`src/rtl/filter_route_pkg.sv`:
```
// constants for the acceptance filter enable and hit routing block
package filter_route_pkg;
    // =========================================================
    // register byte offsets
    localparam logic [7:0]  ENABLE_OFFSET     = 8'h00;
    localparam logic [7:0]  DEST_OFFSET       = 8'h04;
    localparam logic [7:0]  LAST_HIT_OFFSET   = 8'h08;
    // =========================================================
    // values after reset
    localparam logic [15:0] ENABLE_RESET      = 16'hFFFF;
    localparam logic [15:0] DEST_RESET        = 16'h0000;
    // =========================================================
    // field layout of the destination register
    localparam int          DEST_FIELD_WIDTH  = 4;
    localparam int          FILTER3_LSB       = 12;
    localparam int          FILTER2_LSB       = 8;
    localparam int          FILTER1_LSB       = 4;
    localparam int          FILTER0_LSB       = 0;
    localparam logic [3:0]  FIFO_CODE         = 4'hF;
    localparam logic [3:0]  LAST_POINTED      = 4'h3;
    // last hit register: [3:0] buffer, [4] fifo, [11:8] filter
    localparam int          LAST_FIFO_BIT     = 4;
    localparam int          LAST_FILTER_LSB   = 8;
endpackage

```
`src/rtl/can_filter_hit_routing.sv`:
```
// acceptance filter enable and hit routing with an apb register slave
//
// The APB register port and the register offsets were chosen for this implementation.
`timescale 1ns/10ps
// Operation
// - one enable bit per filter, sixteen
// - pointer all ones routes hit to fifo
// - pointer 0 to 14 selects that buffer
// - filter 3 destination in bits 15-12
// - filter 2 destination in bits 11-8
// - filter 1 destination in bits 7-4
module can_filter_hit_routing
    import filter_route_pkg::*;
(
    // clock and reset
    input  wire logic        clock,
    input  wire logic        rst_b,
    // apb slave
    input  wire logic        psel,
    input  wire logic        penable,
    input  wire logic        pwrite,
    input  wire logic [7:0]  paddr,
    input  wire logic [31:0] pwdata,
    output logic             pready,
    output logic [31:0]      prdata,
    output logic             pslverr,
    // hits from the compare logic
    input  wire logic        hit_valid,
    input  wire logic [3:0]  hit_filter,
    input  wire logic [3:0]  upper_destination,
    // routing decision
    output logic             store_valid,
    output logic             store_to_fifo,
    output logic [3:0]       store_buffer,
    output logic [3:0]       store_filter
);
    // =========================================================
    // registers
    logic [15:0] enable_reg;
    logic [15:0] dest_reg;
    logic        pready_reg;
    logic [31:0] prdata_reg;
    logic        pslverr_reg;
    logic        store_valid_reg;
    logic        store_to_fifo_reg;
    logic [3:0]  store_buffer_reg;
    logic [3:0]  store_filter_reg;

    function automatic logic [3:0] dest_field(input logic [15:0] ptr,
                                              input int          lsb);
        dest_field = ptr[lsb +: DEST_FIELD_WIDTH];
    endfunction

    // =========================================================
    // apb decode
    wire         access_phase = psel & penable;
    wire         bus_done     = access_phase & pready_reg;
    wire         read_now     = access_phase & ~pwrite & ~pready_reg;
    wire         hit_enable   = paddr == ENABLE_OFFSET;
    wire         hit_dest     = paddr == DEST_OFFSET;
    wire         hit_last     = paddr == LAST_HIT_OFFSET;
    wire         mapped       = hit_enable | hit_dest | hit_last;
    wire         wr_enable    = bus_done & pwrite & hit_enable;
    wire         wr_dest      = bus_done & pwrite & hit_dest;
    wire [31:0]  last_word    = {20'h00000, store_filter_reg, 3'h0,
                                 store_to_fifo_reg, store_buffer_reg};
    // unmapped reads return zero; the slave flags them with pslverr
    wire [31:0]  read_word    = hit_enable ? {16'h0000, enable_reg} :
                                hit_dest   ? {16'h0000, dest_reg} :
                                hit_last   ? last_word : 32'h00000000;

    // =========================================================
    // hit routing
    wire         filter_on    = enable_reg[hit_filter];
    wire [3:0]   f3_dest      = dest_field(dest_reg, FILTER3_LSB);
    wire [3:0]   f2_dest      = dest_field(dest_reg, FILTER2_LSB);
    wire [3:0]   f1_dest      = dest_field(dest_reg, FILTER1_LSB);
    wire [3:0]   f0_dest      = dest_field(dest_reg, FILTER0_LSB);
    // filters above three point through registers outside this block
    wire [3:0]   dest_code    = hit_filter == 4'h0 ? f0_dest :
                                hit_filter == 4'h1 ? f1_dest :
                                hit_filter == 4'h2 ? f2_dest :
                                hit_filter == 4'h3 ? f3_dest :
                                upper_destination;
    wire         accept       = hit_valid & filter_on;
    wire         to_fifo      = dest_code == FIFO_CODE;

    // a write and a hit in one cycle: the hit still sees the old value
    always_ff @(posedge clock) begin
        if (!rst_b) begin
            enable_reg <= ENABLE_RESET;
            dest_reg   <= DEST_RESET;
        end else begin
            if (wr_enable) begin
                enable_reg <= pwdata[15:0];
            end
            if (wr_dest) begin
                dest_reg <= pwdata[15:0];
            end
        end
    end

    // one wait state so that read data can come from a flip-flop
    always_ff @(posedge clock) begin
        if (!rst_b) begin
            pready_reg  <= 1'b0;
            prdata_reg  <= 32'h00000000;
            pslverr_reg <= 1'b0;
        end else begin
            pready_reg  <= access_phase & ~pready_reg;
            prdata_reg  <= read_now ? read_word : 32'h00000000;
            pslverr_reg <= access_phase & ~pready_reg & ~mapped;
        end
    end

    // the other store fields hold so the last-hit word stays readable
    always_ff @(posedge clock) begin
        if (!rst_b) begin
            store_valid_reg   <= 1'b0;
            store_to_fifo_reg <= 1'b0;
            store_buffer_reg  <= 4'h0;
            store_filter_reg  <= 4'h0;
        end else begin
            store_valid_reg <= accept;
            if (accept) begin
                store_to_fifo_reg <= to_fifo;
                store_buffer_reg  <= to_fifo ? 4'h0 : dest_code;
                store_filter_reg  <= hit_filter;
            end
        end
    end

    assign pready        = pready_reg;
    assign prdata        = prdata_reg;
    assign pslverr       = pslverr_reg;
    assign store_valid   = store_valid_reg;
    assign store_to_fifo = store_to_fifo_reg;
    assign store_buffer  = store_buffer_reg;
    assign store_filter  = store_filter_reg;
endmodule

```
`config.mk`:
```
export PLATFORM = sky130hd
export DESIGN_NAME = can_filter_hit_routing
export DESIGN_NICKNAME = d
export VERILOG_FILES = /design/src/rtl/filter_route_pkg.sv /design/src/rtl/can_filter_hit_routing.sv
export SDC_FILE = /design/constraint.sdc
export NUM_CORES = 1
export LEC_CHECK = 0
export BUFFER_PORTS_ARGS = -buffer_cell sky130_fd_sc_hd__clkbuf_2
export CAP_MARGIN = 25
export CORE_MARGIN = 8
export CORE_UTILIZATION = 49
export CTS_CLUSTER_SIZE = 40
export DETAILED_ROUTE_END_ITERATION = 6
export HOLD_SLACK_MARGIN = 0.05
export PLACE_DENSITY = 0.8
export SYNTH_ARGS = -nofsm -noshare
export SYNTH_HDL_FRONTEND = slang
export SYNTH_SLANG_ARGS = --single-unit
```
`constraint.sdc`:
```
create_clock -name clock -period 3.4 [get_ports clock]
set_input_delay 1.02 -clock clock [delete_from_list [all_inputs] [get_ports clock]]
set_output_delay 1.02 -clock clock [all_outputs]
set_load 0.005 [all_outputs]
```
Yosys cells after proc, flatten, opt, wreduce, memory -nomap -nowiden --
Cells that the tools add are included.
Storage, ports and cells: bits in registers 76, bits in latches 0, RAM bits 0, ROM bits 0, bits of input ports 54, output and inout bits 44, word-level logic and storage cells 48, memories 0
Cells by class: $add $sub $neg 0, $mul 0, divide/modulo/power cells 0, magnitude comparators 1, eq/ne operators 6, shift operators 0, multiplexer cells 10, bitwise gates (word level) 17, reductions and logical operators 4
Operators with widths (count):
- two-way mux 16 bit | 2
- two-way mux 4 bit | 5
- two-way mux 12 bit | 1
- bitwise AND 1 bit | 10
- equality test 4 x 2 -> 1 bit (second input constant) | 2
- equality test 8 x 3 -> 1 bit (second input constant) | 1
- equality test 8 x 4 -> 1 bit (second input constant) | 1
- logical NOT 8 bit | 1
- less-than comparator 4 x 5 -> 1 bit (second input constant) | 1
- inverter 1 bit | 5
- binary-select mux 1 bit (select 4 bit) | 1
- equality test 4 x 1 -> 1 bit (second input constant) | 1
- equality test 4 bit (second input constant) | 1
- logical NOT 4 bit | 1
- OR reduction 4 bit | 1
- bitwise OR 1 bit | 2
- AND reduction 2 bit | 1
- two-way mux 1 bit | 1

Longest topological paths before layout --
Gate-level depths: netlist of the first run.
depth after elaboration 7, gate-level depth with buffers 7, gate-level depth less buffers 5

Worst setup path after synthesis of the first run --
No wires, ideal clock.
path kind input-to-reg, start input port hit_filter[1], end register store_to_fifo_reg, in the netlist store_to_fifo, setup time 66 ps, arrival 2642 ps, data required time 3334 ps, slack 692 ps, stages 7, path buffers 2, cell sequence buf_6 mux4_2 nor2_1 or4_1 buf_2 a2111o_1 a21oi_2
On the way: longest elaborated chain between the ends 6, elaborated cells on any way between the ends 12, those cells by class 4 x eq/ne; 6 x mux; 1 x bitwise; 1 x reduce/logical
RTL lines:
- start: declaration | RTL line can_filter_hit_routing.sv:29 | input wire logic [3:0] hit_filter,
- equality test 4 x 2 -> 1 bit | RTL line can_filter_hit_routing.sv:83 | hit_filter == 4'h3 ? f3_dest :
- two-way mux 4 bit | RTL line can_filter_hit_routing.sv:83
- two-way mux 4 bit | RTL line can_filter_hit_routing.sv:82 | hit_filter == 4'h2 ? f2_dest :
- two-way mux 4 bit | RTL line can_filter_hit_routing.sv:81 | hit_filter == 4'h1 ? f1_dest :
- two-way mux 4 bit | RTL line can_filter_hit_routing.sv:80 | wire [3:0] dest_code = hit_filter == 4'h0 ? f0_dest :
- equality test 4 bit | RTL line can_filter_hit_routing.sv:86 | wire to_fifo = dest_code == FIFO_CODE;
- end signal: assignment | RTL line can_filter_hit_routing.sv:126 | store_to_fifo_reg <= to_fifo;
- end: declaration | RTL line can_filter_hit_routing.sv:45 | logic store_to_fifo_reg;
Several ways; a longest one is shown, not always the timed one. The select of a mux whose other input is x is not followed. A chain may end at the register's enable or synchronous reset.

Final worst setup path of the first run --
Ends and elaborated chain as after synthesis.

==> results by stage, run 1 <==
Run status:
- The flow ran to the end, and the final reports show no timing, DRC or antenna violations.

Global route:
- For this run, the total global-route usage over all layers was measured as 0.1839.
- The via count of the first global-routing pass is 2,578.
- The first global-routing pass estimated 12,250 um of wire.
- The busiest layer in global routing is met2.
- In the global route stage, met2 resource usage came out at 0.3135.
- The number of antenna violations at the first check in global routing came to 0.
- Entering global routing, the biggest net connects 23 pins.
- For met3 alone, demand over resource in global routing was 0.06068.
- The met1 track utilization from global routing is 0.2056.
- The total grt overflow is 0.

Yosys:
- The share of synthesized area in the top cell type comes to 0.4426.
- Counting flops with a built-in enable in the synthesized netlist gives 0.
- The top flip-flop cell by instance count after synthesis is sky130_fd_sc_hd__dfxtp_1.
- Counting flops with an async set or reset pin after synthesis yields a share of 0.
- The mean instance size in the synthesized netlist is 8.643 sq um.
- The cell taking the most area after synthesis is sky130_fd_sc_hd__dfxtp_1.
- The combined area of all synthesized cells is 2714 sq um.
- The synthesized design contains 60 register bits.
- Yosys mapped the design onto 45 distinct sky130hd cell types.
- Sorting the synthesized cells by area gives the leading types as sky130_fd_sc_hd__dfxtp_1 (44%), sky130_fd_sc_hd__mux2i_1 (8.1%), sky130_fd_sc_hd__nor2_1 (7.1%).
- The instance count of the mapped netlist is 314.
- The count of warnings emitted by yosys is 0.
- Sorting the synthesized cells by how often they occur yields sky130_fd_sc_hd__dfxtp_1 (60), sky130_fd_sc_hd__nor2_1 (51), sky130_fd_sc_hd__nand2_1 (50).
- The most common cell in the synthesized netlist is sky130_fd_sc_hd__dfxtp_1.
- The part of the Yosys area used for sequential elements is 0.4426.

Layout:
- The antenna diode count is 0.
- The ratio of cells with drive above 1 in the final layout is 0.2571.
- The net count of the finished layout is 434.
- Compared with the post-synthesis result, the final layout area differs by 20.01%.
- The layout has 486 filler cells.

Routing:
- The post-detailed-route via-to-cell ratio is 5.554.
- The routed layout has 2,538 vias.
- The detailed-route DRC error count is 0.
- In the final routed layout, each cell accounts on average for 16.29 um.
- The routed wire length is 7444 um.
- The residual antenna-violating net count after detailed routing is 0.
- The detailed-router iteration count before antenna repair is 5.
- After the first detailed-routing iteration, the DRC count stood at 228.

Critical path:
- The critical path launch point type is an input pin.
- At the worst endpoint, the required time is 3.60 ns.
- The logic depth of the worst register-to-register path is 4.
- At the worst endpoint, the arrival time is 2.69 ns.
- The critical-path maximum fanout is 8.
- The path type of the worst setup path is input pin to register.
- STA classifies the critical path endpoint as a register.

Timing:
- Timing would allow up to 401.0 MHz.
- For the pin with the worst max-slew slack, the measured transition is 0.7574 ns.
- The setup TNS after final layout is 0 ns.
- The final worst-path cycle share is 0.7335.
- For the final database, setup skew stands at 0.007491 ns.
- Setup violations remaining at the end of the flow were counted as 0.
- The max-slew violation total from the final report was 0.
- The shortest period the worst path allows is 2.494 ns.
- Setup repair after global routing left no endpoint under its margin.
- The hold violation total from the final report is 0.
- The worst max-slew margin expressed relative to the limit is 0.4945.
- The tightest hold path in the finished design has a slack of 0.4927 ns.

Placement:
- During placement, the flow inserted port buffers numbering 65.
- The global placement routability congestion is 0.9053.
- The placed wire-length estimate is 5627 um.

Floorplanning:
- The initial utilization of the core area, before any placement, comes to 0.4990.
- The number of rows in the core area is 27.
- The overall die height is 90.42 um.
- The floorplan step set the die width to 90.42 um.
- The die footprint is 8176 sq um.
- The number of top-level design ports is 98.
- The total area inside the core boundary comes to 5439 sq um.

Clock network:
- Clock-pin slew was measured on the worst setup and hold paths at 0.06 ns.
- The clock net in this run drives a total of 60 sinks.
- The root buffer cell is sky130_fd_sc_hd__clkbuf_8.
- The number of buffers created by CTS is 9.
- The total of hold buffers inserted after clock tree synthesis is 0.
- In this run the number of H-tree levels came out at 3.
- The source-to-sink clock delay at the later pin of the worst-skew pair is 0.34 ns.
- After clock tree synthesis, the repair step resized 0 gates.
- After clock tree synthesis, the setup repair step added 0 buffers.
- The maximum root-to-sink buffer count is 2.
- The CTS tree is yes.

Power and ir drop:
- Power spread over the standard cell area amounts to 454.4 nW/um^2.
- In this run the static leakage power is 1.392 nW.
- VDD sags by at most 0.2753 mV.

Hold path:
- The cell depth of the worst min-delay path is 2.
- In this run the worst hold path is classified as register to register.

Run:
- The count of max-cap constraint violations is 0.
critical path, stage by stage:
cell                        delay, ns
sky130_fd_sc_hd__clkbuf_2        0.21
sky130_fd_sc_hd__mux4_2          0.55
sky130_fd_sc_hd__o2111ai_1       0.58
sky130_fd_sc_hd__a2111o_1        0.27
sky130_fd_sc_hd__a21oi_2         0.05
cell usage in the layout, fill, tap and decap left out, drive strengths merged, types with 4 or more instances in the layout:
cell and count:
or2 4, inv 4, nand2 50, clkbuf 77, a2111oi 10, dfxtp 60
nor2 51, nand3 21, o21ai 4, mux2i 22, a21oi 8, conb 16
mux4 4, buf 10, a22oi 8
worst paths after layout:
path                     end  slack, ns             from
min          store_buffer[1]       0.49  store_buffer[1]
min reg2reg  store_buffer[1]       0.49  store_buffer[1]
max reg2reg        prdata[8]       1.47           pready
max            store_to_fifo       0.91    hit_filter[1]
layer usage:
metal  vias to the layer above  share of wire
met5                         -              0
met4                         0          0.021
met3                        18          0.087
met2                       138           0.50
met1                      1182           0.39
li1                       1200              -
final cells by class:
cell class	count	area, sq um	area share
tap	72	90.09	0.02766
clock inverter	4	47.55	0.01460
multi-input combinational	229	1344	0.4126
sequential	60	1201	0.3688
timing repair buffer	75	400.4	0.1229
inverter	5	18.77	0.005763
clock buffer	12	155.1	0.04764
stage by stage:
stage	instances	utilization	worst slack [ns]	instance area (sq um)	power [mW]
2_1_floorplan	329	-	0.6922	2770	0.8033
3_3_place_gp	441	0.5615	0.6152	3054	0.8383
3_5_place_dp	441	0.5615	0.5798	3054	0.8412
4_1_cts	457	0.5988	0.9416	3257	1.483
5_1_grt	457	0.5988	0.7695	3257	1.534
6_report	457	0.5988	0.9062	3257	1.480
where the power goes:
group          switching [mW]  leakage, nW  internal (mW)
logic                  0.0675        0.804         0.0433
registers             0.00600        0.486          0.711
clock network           0.276        0.102          0.376
total                   0.349         1.39           1.13
cells by family (layout without fill, tap and decap cells):
group,Yosys count,count (layout),synth area share
AND/OR/NAND/NOR,146,146,0.2434
flip-flops,60,60,0.4426
AO/OA/AOI/OAI,41,41,0.1153
buffers and inverters,40,96,0.08298
multiplexers,26,26,0.1143
other,1,16,0.001382
No activity file was read; power rests on OpenSTA's default activity.
==> inputs of run 2 (changes only) <==
==> constraint.sdc (replaced) <==
create_clock -name clock -period 2.4 [get_ports clock]
set_input_delay 0.72 -clock clock [delete_from_list [all_inputs] [get_ports clock]]
set_output_delay 0.72 -clock clock [all_outputs]
set_load 0.005 [all_outputs]
==> run 2 against run 1 <==
  * Combinational power is 55% higher
  * Cell area is 3.5% higher
  * Via count grew 1.3%
  * Worst hold slack improved by 0.0040 ns
  * Flip-flop and latch count is the same
  * Utilization rose by 2.1 points
  * Die area did not move
  * First-iteration DRC count is 15% lower
  * Sequential power is 42% higher
  * Critical path depth did not move
  * Clock power rose by 41%
  * Critical path type unchanged
  * Critical endpoint is now prdata[10]
  * Largest power group unchanged
==> results by stage, run 2 (synthesis results as in run 1) <==
Layout:
- The most common cell after layout, fill and taps aside was sky130_fd_sc_hd__clkbuf_2 (unchanged).
- The antenna diode count is 0 (unchanged).
- The ratio of cells with drive above 1 in the final layout was 0.2796 (was 0.2571).
- Highest-count cells in the layout ignoring fill and taps: sky130_fd_sc_hd__clkbuf_2 (65), sky130_fd_sc_hd__dfxtp_1 (60), sky130_fd_sc_hd__nor2_1 (51) (unchanged).
- The signed area change from the synthesized netlist to the final layout was 24.25% (was 20.01%).
- The utilization after layout was 0.6200 (was 0.5988).
- The number of nets in the final layout is 446 (was 434).

Global route:
- The via count of the first global-routing pass is 2,586 (was 2,578).
- The largest net degree at the start of global routing is 23 (unchanged).
- The number of antenna violations at the first check in global routing is 0 (unchanged).
- The total grt overflow was 0 (unchanged).
- The wire length of the first global-routing pass is 12,330 um (was 12,250 um).
- The all-layer global routing usage was 0.1872 (was 0.1839).

Clock network:
- The source-to-sink clock delay at the later pin of the worst-skew pair is 0.34 ns (about the same).
- The CTS tree is yes (unchanged).
- The deepest level of the CTS H-tree came to 3 (unchanged).
- The maximum root-to-sink buffer count is 2 (unchanged).
- The number of gates resized after cts was 0 (unchanged).
- The clock slew at the register clock pins of the worst setup and hold paths is 0.06 ns (about the same).
- The clock sink count is 60 (unchanged).
- The post-CTS repair timing setup buffer count is 0 (unchanged).
- The root buffer cell is sky130_fd_sc_hd__clkbuf_8 (unchanged).
- The number of buffers created by CTS is 9 (unchanged).
- The total of hold buffers inserted after clock tree synthesis came to 0 (unchanged).

Critical path:
- The data arrival time of the worst path is 2.32 ns (was 2.69 ns).
- The critical path launch point type is an input pin (unchanged).
- The family of cells with the greatest summed delay on the critical path is simple AND/OR/NAND/NOR gates (was compound AO/OA/AOI/OAI gates).
- The number of buffers and inverters on the critical path is 1 (unchanged).
- The peak per-stage delay on the critical path is 0.54 ns (was 0.58 ns).
- The setup slack of the most critical reg-to-reg path is 0.53 ns (was 1.47 ns).
- Critical path, cell by cell: clkbuf_2, nor4_1, nand2_1, or2_0, a2111oi_0 (was clkbuf_2, mux4_2, o2111ai_1, a2111o_1, a21oi_2).
- The worst reg2reg path endpoint is prdata[10] (was prdata[8]).
- The critical-path maximum fanout is 9 (was 8).
- The endpoint class of the critical path is a register (unchanged).
- The required arrival time at the worst endpoint came to 2.58 ns (was 3.60 ns).
- The slowest cell on the critical path is sky130_fd_sc_hd__a2111oi_0 (was sky130_fd_sc_hd__o2111ai_1).
- The startpoint of the worst-slack reg-to-reg timing path is pready (unchanged).
- The logic depth of the worst register-to-register path is 4 (unchanged).
- The path type of the worst setup path is input pin to register (unchanged).

Power and ir drop:
- The total power per unit cell area is 625.4 nW/um^2 (was 454.4 nW/um^2).
- The total power of the final layout is 2.109 mW (was 1.480 mW).
- The maximum vdd ir drop was 0.4594 mV (was 0.2753 mV).
- The static leakage is 1.457 nW (was 1.392 nW).

Placement:
- The global placement routability congestion is 0.9018 (was 0.9053).
- The port buffer count is 65 (unchanged).
- The placed wire-length estimate is 5718 um (was 5627 um).

Floorplanning:
- The effective utilization at floorplan is 0.4990 (unchanged).
- The area of the core region is 5439 sq um (unchanged).
- The number of rows in the core area came to 27 (unchanged).
- The die footprint is 8176 sq um (unchanged).
- The die width is 90.42 um (unchanged).
- The number of top-level design ports was 98 (unchanged).
- The overall die height is 90.42 um (unchanged).

Run status:
- Run status: finished clean (unchanged).

Timing:
- The final worst-path cycle share is 0.8904.
- The hold violation total from the final report is 0 (unchanged).
- The worst max-slew margin expressed relative to the limit is 0.6565 (was 0.4945).
- The smallest clock period supported by the final layout is computed as 2.137 ns.
- The maximum frequency from static timing analysis is 468.0 MHz.
- The transition time of the tightest slew-check pin came to 0.5023 ns (was 0.7574 ns).
- The clock tree skew after final layout is 0.008062 ns (was 0.007491 ns).
- The max-slew violation total from the final report came to 0 (unchanged).
- Unrepaired setup endpoints after global routing: no (unchanged).
- The final count of negative-setup-slack endpoints came to 0 (unchanged).
- The worst hold margin is 0.4966 ns (was 0.4927 ns).

Routing:
- The detailed-router iteration count before antenna repair was 5 (unchanged).
- The number of DRC violations after detailed-routing iteration 0 came to 194 (was 228).
- The residual antenna-violating net count after detailed routing is 0 (unchanged).
- The detailed-route DRC error count was 0 (unchanged).
- The routed length per instance is 15.97 um (was 16.29 um).
- The routed wire length is 7490 um (was 7444 um).
- The overall via count from detail_route is 2,571 (was 2,538).
- The post-detailed-route via-to-cell ratio was 5.482 (was 5.554).

Hold path:
- The worst hold endpoint is store_buffer[1] (unchanged).
- The origin of the worst min-delay path was store_buffer[1] (unchanged).
- The cell depth of the worst min-delay path was 2 (unchanged).
- The type of the worst min-delay path is register to register (unchanged).

Run:
- The count of max-cap constraint violations is 0 (unchanged).
run 2: cell count changes in the layout (fill, tap and decap cells not counted), sizes merged:
cell  previous run  this run
buf             10        22
run 2: stage by stage:
stage	area [sq um]	worst slack, ns	setup TNS (ns)	cells
after global placement	3169	0.01802	0	453
after CTS	3372	0.2891	0	469
final	3372	0.2630	0	469
after global routing	3372	0.05540	0	469
after floorplan	2776	0.03125	0	329
after detailed placement	3169	-0.04457	-0.06014	453
run 2: layout make-up:
cell class                 count  area, sq um
clock buffer                  12        155.1
tap                           72        90.09
timing repair buffer          87        515.5
inverter                       5        18.77
clock inverter                 4        47.55
multi-input combinational    229         1344
fill                         474         2067
sequential                    60         1201
run 2: worst min-delay path, delay by kind of cell (launching register included):
kind	cells	cell delay, ns
flip-flops	1	0.33
AO/OA/AOI/OAI	1	0.07
AND/OR/NAND/NOR	1	0.06
run 2: worst max path at each step:
stage                  start            end  depth (start not counted)
3_5_place_dp        paddr[7]      prdata[0]                          5
2_1_floorplan  hit_filter[1]  store_to_fifo                          7
3_3_place_gp   hit_filter[1]  store_to_fifo                          6
5_1_grt             paddr[7]      prdata[0]                          5
6_report            paddr[7]     prdata[10]                          5
4_1_cts             paddr[7]     prdata[10]                          5
run 2: per-layer routing:
layer	part of all wire	vias up	global-route usage
met5	0	-	0
met4	0.033	0	0.1012
met3	0.067	24	0.05320
met2	0.48	113	0.3055
met1	0.42	1203	0.2166
li1	-	1231	-
run 2: power breakdown:
group	internal [mW]	switching (mW)	leakage, nW
registers	1.01	0.00856	0.486
logic	0.0736	0.0988	0.869
clock network	0.532	0.388	0.102
total	1.61	0.495	1.46
==> inputs of run 3 (changes only) <==
--- a/config.mk
+++ b/config.mk
@@ -7,10 +7,12 @@
 export LEC_CHECK = 0
 export BUFFER_PORTS_ARGS = -buffer_cell sky130_fd_sc_hd__clkbuf_2
 export CAP_MARGIN = 25
+export CORE_ASPECT_RATIO = 0.9
 export CORE_MARGIN = 8
 export CORE_UTILIZATION = 49
 export CTS_CLUSTER_SIZE = 40
 export DETAILED_ROUTE_END_ITERATION = 6
+export GPL_ROUTABILITY_DRIVEN = 0
 export HOLD_SLACK_MARGIN = 0.05
 export PLACE_DENSITY = 0.8
 export SYNTH_ARGS = -nofsm -noshare
==> run 3 against run 2 <==
  * Via count grew 0.16%
  * Cell area rose by 0.11%
  * Sequential power about the same
  * Critical path depth increased by 1
  * Critical endpoint is now store_buffer[0]
==> results by stage, run 3 (synthesis results as in run 1) <==
Critical path:
- The peak per-stage delay on the critical path is 0.52 ns (was 0.54 ns).
- The data arrival time of the worst path is 2.35 ns (was 2.32 ns).
- The slowest cell on the critical path is sky130_fd_sc_hd__mux4_2 (was sky130_fd_sc_hd__a2111oi_0).
- The number of buffers and inverters on the critical path is 2 (was 1).
- The endpoint class of the critical path is a register (unchanged).
- The path type of the worst setup path was input pin to register (unchanged).
- The setup slack of the most critical reg-to-reg path was 0.51 ns (was 0.53 ns).
- The critical path launch point type was an input pin (unchanged).
- The required arrival time at the worst endpoint is 2.61 ns (was 2.58 ns).
- Critical path, cell by cell: clkbuf_2, buf_4, mux4_2, o2111a_1, o21ai_1, o32ai_1 (was clkbuf_2, nor4_1, nand2_1, or2_0, a2111oi_0).
- The family of cells with the greatest summed delay on the critical path is compound AO/OA/AOI/OAI gates (was simple AND/OR/NAND/NOR gates).
- The critical-path maximum fanout is 6 (was 9).

Global route:
- The wire length of the first global-routing pass is 12,380 um (was 12,330 um).
- The met1 track utilization from global routing is 0.2249 (was 0.2166).
- The number of antenna violations at the first check in global routing is 0 (unchanged).
- The busiest layer in global routing is met2 (unchanged).
- The total grt overflow came to 0 (unchanged).
- The largest net degree at the start of global routing is 23 (unchanged).
- The via count of the first global-routing pass is 2,519 (was 2,586).
- The met2 capacity usage during global routing came to 0.3163 (was 0.3055).
- The fraction of met3 tracks used by global routing came to 0.06390 (was 0.05320).
- The all-layer global routing usage is 0.1947 (was 0.1872).

Timing:
- The final count of negative-setup-slack endpoints was 0 (unchanged).
- The hold violation total from the final report came to 0 (unchanged).
- The max-slew violation total from the final report is 0 (unchanged).
- The shortest period the worst path allows is 2.136 ns (was 2.137 ns).
- The transition time of the tightest slew-check pin is 0.4874 ns (was 0.5023 ns).
- The maximum frequency from static timing analysis is 468.2 MHz (was 468.0 MHz).
- The worst max-slew margin expressed relative to the limit came to 0.6666 (was 0.6565).
- Unrepaired setup endpoints after global routing: no (unchanged).
- The clock tree skew after final layout is 0.007634 ns (was 0.008062 ns).
- The final worst-path cycle share is 0.8900 (was 0.8904).

Clock network:
- The post-CTS repair timing setup buffer count is 0 (unchanged).
- The number of buffers created by CTS was 9 (unchanged).
- The source-to-sink clock delay at the later pin of the worst-skew pair is 0.34 ns (about the same).
- The clock sink count is 60 (unchanged).
- The clock slew at the register clock pins of the worst setup and hold paths is 0.06 ns (about the same).
- The total of hold buffers inserted after clock tree synthesis was 0 (unchanged).
- The CTS tree is yes (unchanged).
- The maximum root-to-sink buffer count is 2 (unchanged).
- The number of gates resized after cts is 0 (unchanged).
- The deepest level of the CTS H-tree is 3 (unchanged).
- The root buffer cell is sky130_fd_sc_hd__clkbuf_8 (unchanged).

Layout:
- The area of the multi-input gates is 1344 sq um (unchanged).
- The number of nets in the final layout was 447 (was 446).
- The fill cell instance count of the final layout came to 480 (was 474).
- Highest-count cells in the layout ignoring fill and taps: sky130_fd_sc_hd__clkbuf_2 (65), sky130_fd_sc_hd__dfxtp_1 (60), sky130_fd_sc_hd__nor2_1 (51) (unchanged).
- The non-filler instance count after layout is 465 (was 469).
- The ratio of cells with drive above 1 in the final layout was 0.2789 (was 0.2796).
- The signed area change from the synthesized netlist to the final layout was 24.39% (was 24.25%).
- The antenna diode count came to 0 (unchanged).
- The area of all sequential standard cells is 1201 sq um (unchanged).
- The most common cell after layout, fill and taps aside is sky130_fd_sc_hd__clkbuf_2 (unchanged).

Power and ir drop:
- The total power of the final layout is 2.181 mW (was 2.109 mW).
- The net switching share of the total power was 0.2245 (was 0.2349).
- The part of the total power dissipated in combinational logic was 0.078 (was 0.082).
- The internal power is 1.691 mW (was 1.613 mW).
- The maximum vdd ir drop came to 0.4554 mV (was 0.4594 mV).
- The sequential group share of total power was 0.466 (was 0.482).
- The static leakage is 1.461 nW (was 1.457 nW).
- The total net switching power was 0.4896 mW (was 0.4953 mW).
- The clock network fraction of total power is 0.456 (was 0.436).
- The total power per unit cell area is 646.1 nW/um^2 (was 625.4 nW/um^2).

Run:
- The count of max-cap constraint violations was 0 (unchanged).

Routing:
- The detailed-router iteration count before antenna repair was 4 (was 5).
- The routed wire length is 7745 um (was 7490 um).
- The residual antenna-violating net count after detailed routing is 0 (unchanged).
- The routed length per instance came to 16.66 um (was 15.97 um).
- The detailed-route DRC error count is 0 (unchanged).
- The number of DRC violations after detailed-routing iteration 0 is 251 (was 194).
- The overall via count from detail_route is 2,575 (was 2,571).
- The post-detailed-route via-to-cell ratio was 5.538 (was 5.482).

Placement:
- The count of placed standard cells including taps is 449 (was 453).
- The port buffer count came to 65 (unchanged).
- The placed wire-length estimate is 5908 um (was 5718 um).

Floorplanning:
- The area of the core region is 5286 sq um (was 5439 sq um).
- The number of top-level design ports is 98 (unchanged).
- The number of rows in the core area is 25 (was 27).
- The die width is 94.45 um (was 90.42 um).
- The overall die height is 86.60 um (was 90.42 um).
- The effective utilization at floorplan is 0.5134 (was 0.4990).
- The die footprint was 8179 sq um (was 8176 sq um).

Run status:
- Run status: finished clean (unchanged).

Hold path:
- The type of the worst min-delay path is register to register (unchanged).
==> run 3: cell count changes in the layout (fill, tap and decap cells not counted) <==
cell	delta
sky130_fd_sc_hd__buf_4	+2
sky130_fd_sc_hd__clkbuf_1	+1
sky130_fd_sc_hd__clkinv_2	-1
sky130_fd_sc_hd__clkbuf_8	-1
sky130_fd_sc_hd__bufinv_16	+1
sky130_fd_sc_hd__buf_12	-1
==> run 3: stage by stage <==
stage | worst slack (ns) | instance area (sq um) | setup TNS [ns] | util | hold WS, ns
2_1_floorplan | 0.03125 | 2776 | 0 | - | 0.4559
3_3_place_gp | 0.007497 | 3158 | 0 | 0.5974 | 0.4768
3_5_place_dp | -0.03295 | 3158 | -0.04629 | 0.5974 | 0.4784
4_1_cts | 0.3183 | 3376 | 0 | 0.6386 | 0.4883
5_1_grt | 0.1018 | 3376 | 0 | 0.6386 | 0.5045
6_report | 0.2640 | 3376 | 0 | 0.6386 | 0.4864
==> run 3: routing by layer <==
layer  share of wire  wire [um]
met5               0          0
met4           0.026        200
met3           0.088        683
met2            0.49       3768
met1            0.40       3092
==> run 3: layout make-up <==
cell class,count,area share
clock buffer,12,0.04299
multi-input combinational,229,0.3981
sequential,60,0.3558
tap,67,0.02483
clock inverter,4,0.02150
inverter,5,0.005560
timing repair buffer,88,0.1512
==> run 3: worst paths after layout <==
check	from	endpoint	depth (start not counted)
max	hit_filter[1]	store_buffer[0]	6
min	store_filter[1]	store_filter[1]	2
max reg2reg	enable_reg[14]	store_buffer[0]	6
min reg2reg	store_filter[1]	store_filter[1]	2
==> run 3: tightest hold or removal path, delay by kind of cell, from the launching register on <==
| kind | cells | cell delay, ns |
|---|---|---|
| flip-flops | 1 | 0.32 |
| AND/OR/NAND/NOR | 1 | 0.06 |
| AO/OA/AOI/OAI | 1 | 0.05 |
==> run 3: power by group through the flow <==
stage | registers, mW | logic [mW] | clock network (mW)
floorplan | 1.04 | 0.102 | 0
global placement | 1.04 | 0.162 | 0
detailed placement | 1.04 | 0.166 | 0
CTS | 1.02 | 0.168 | 1.01
global route | 1.02 | 0.187 | 1.06
finish | 1.02 | 0.171 | 0.994
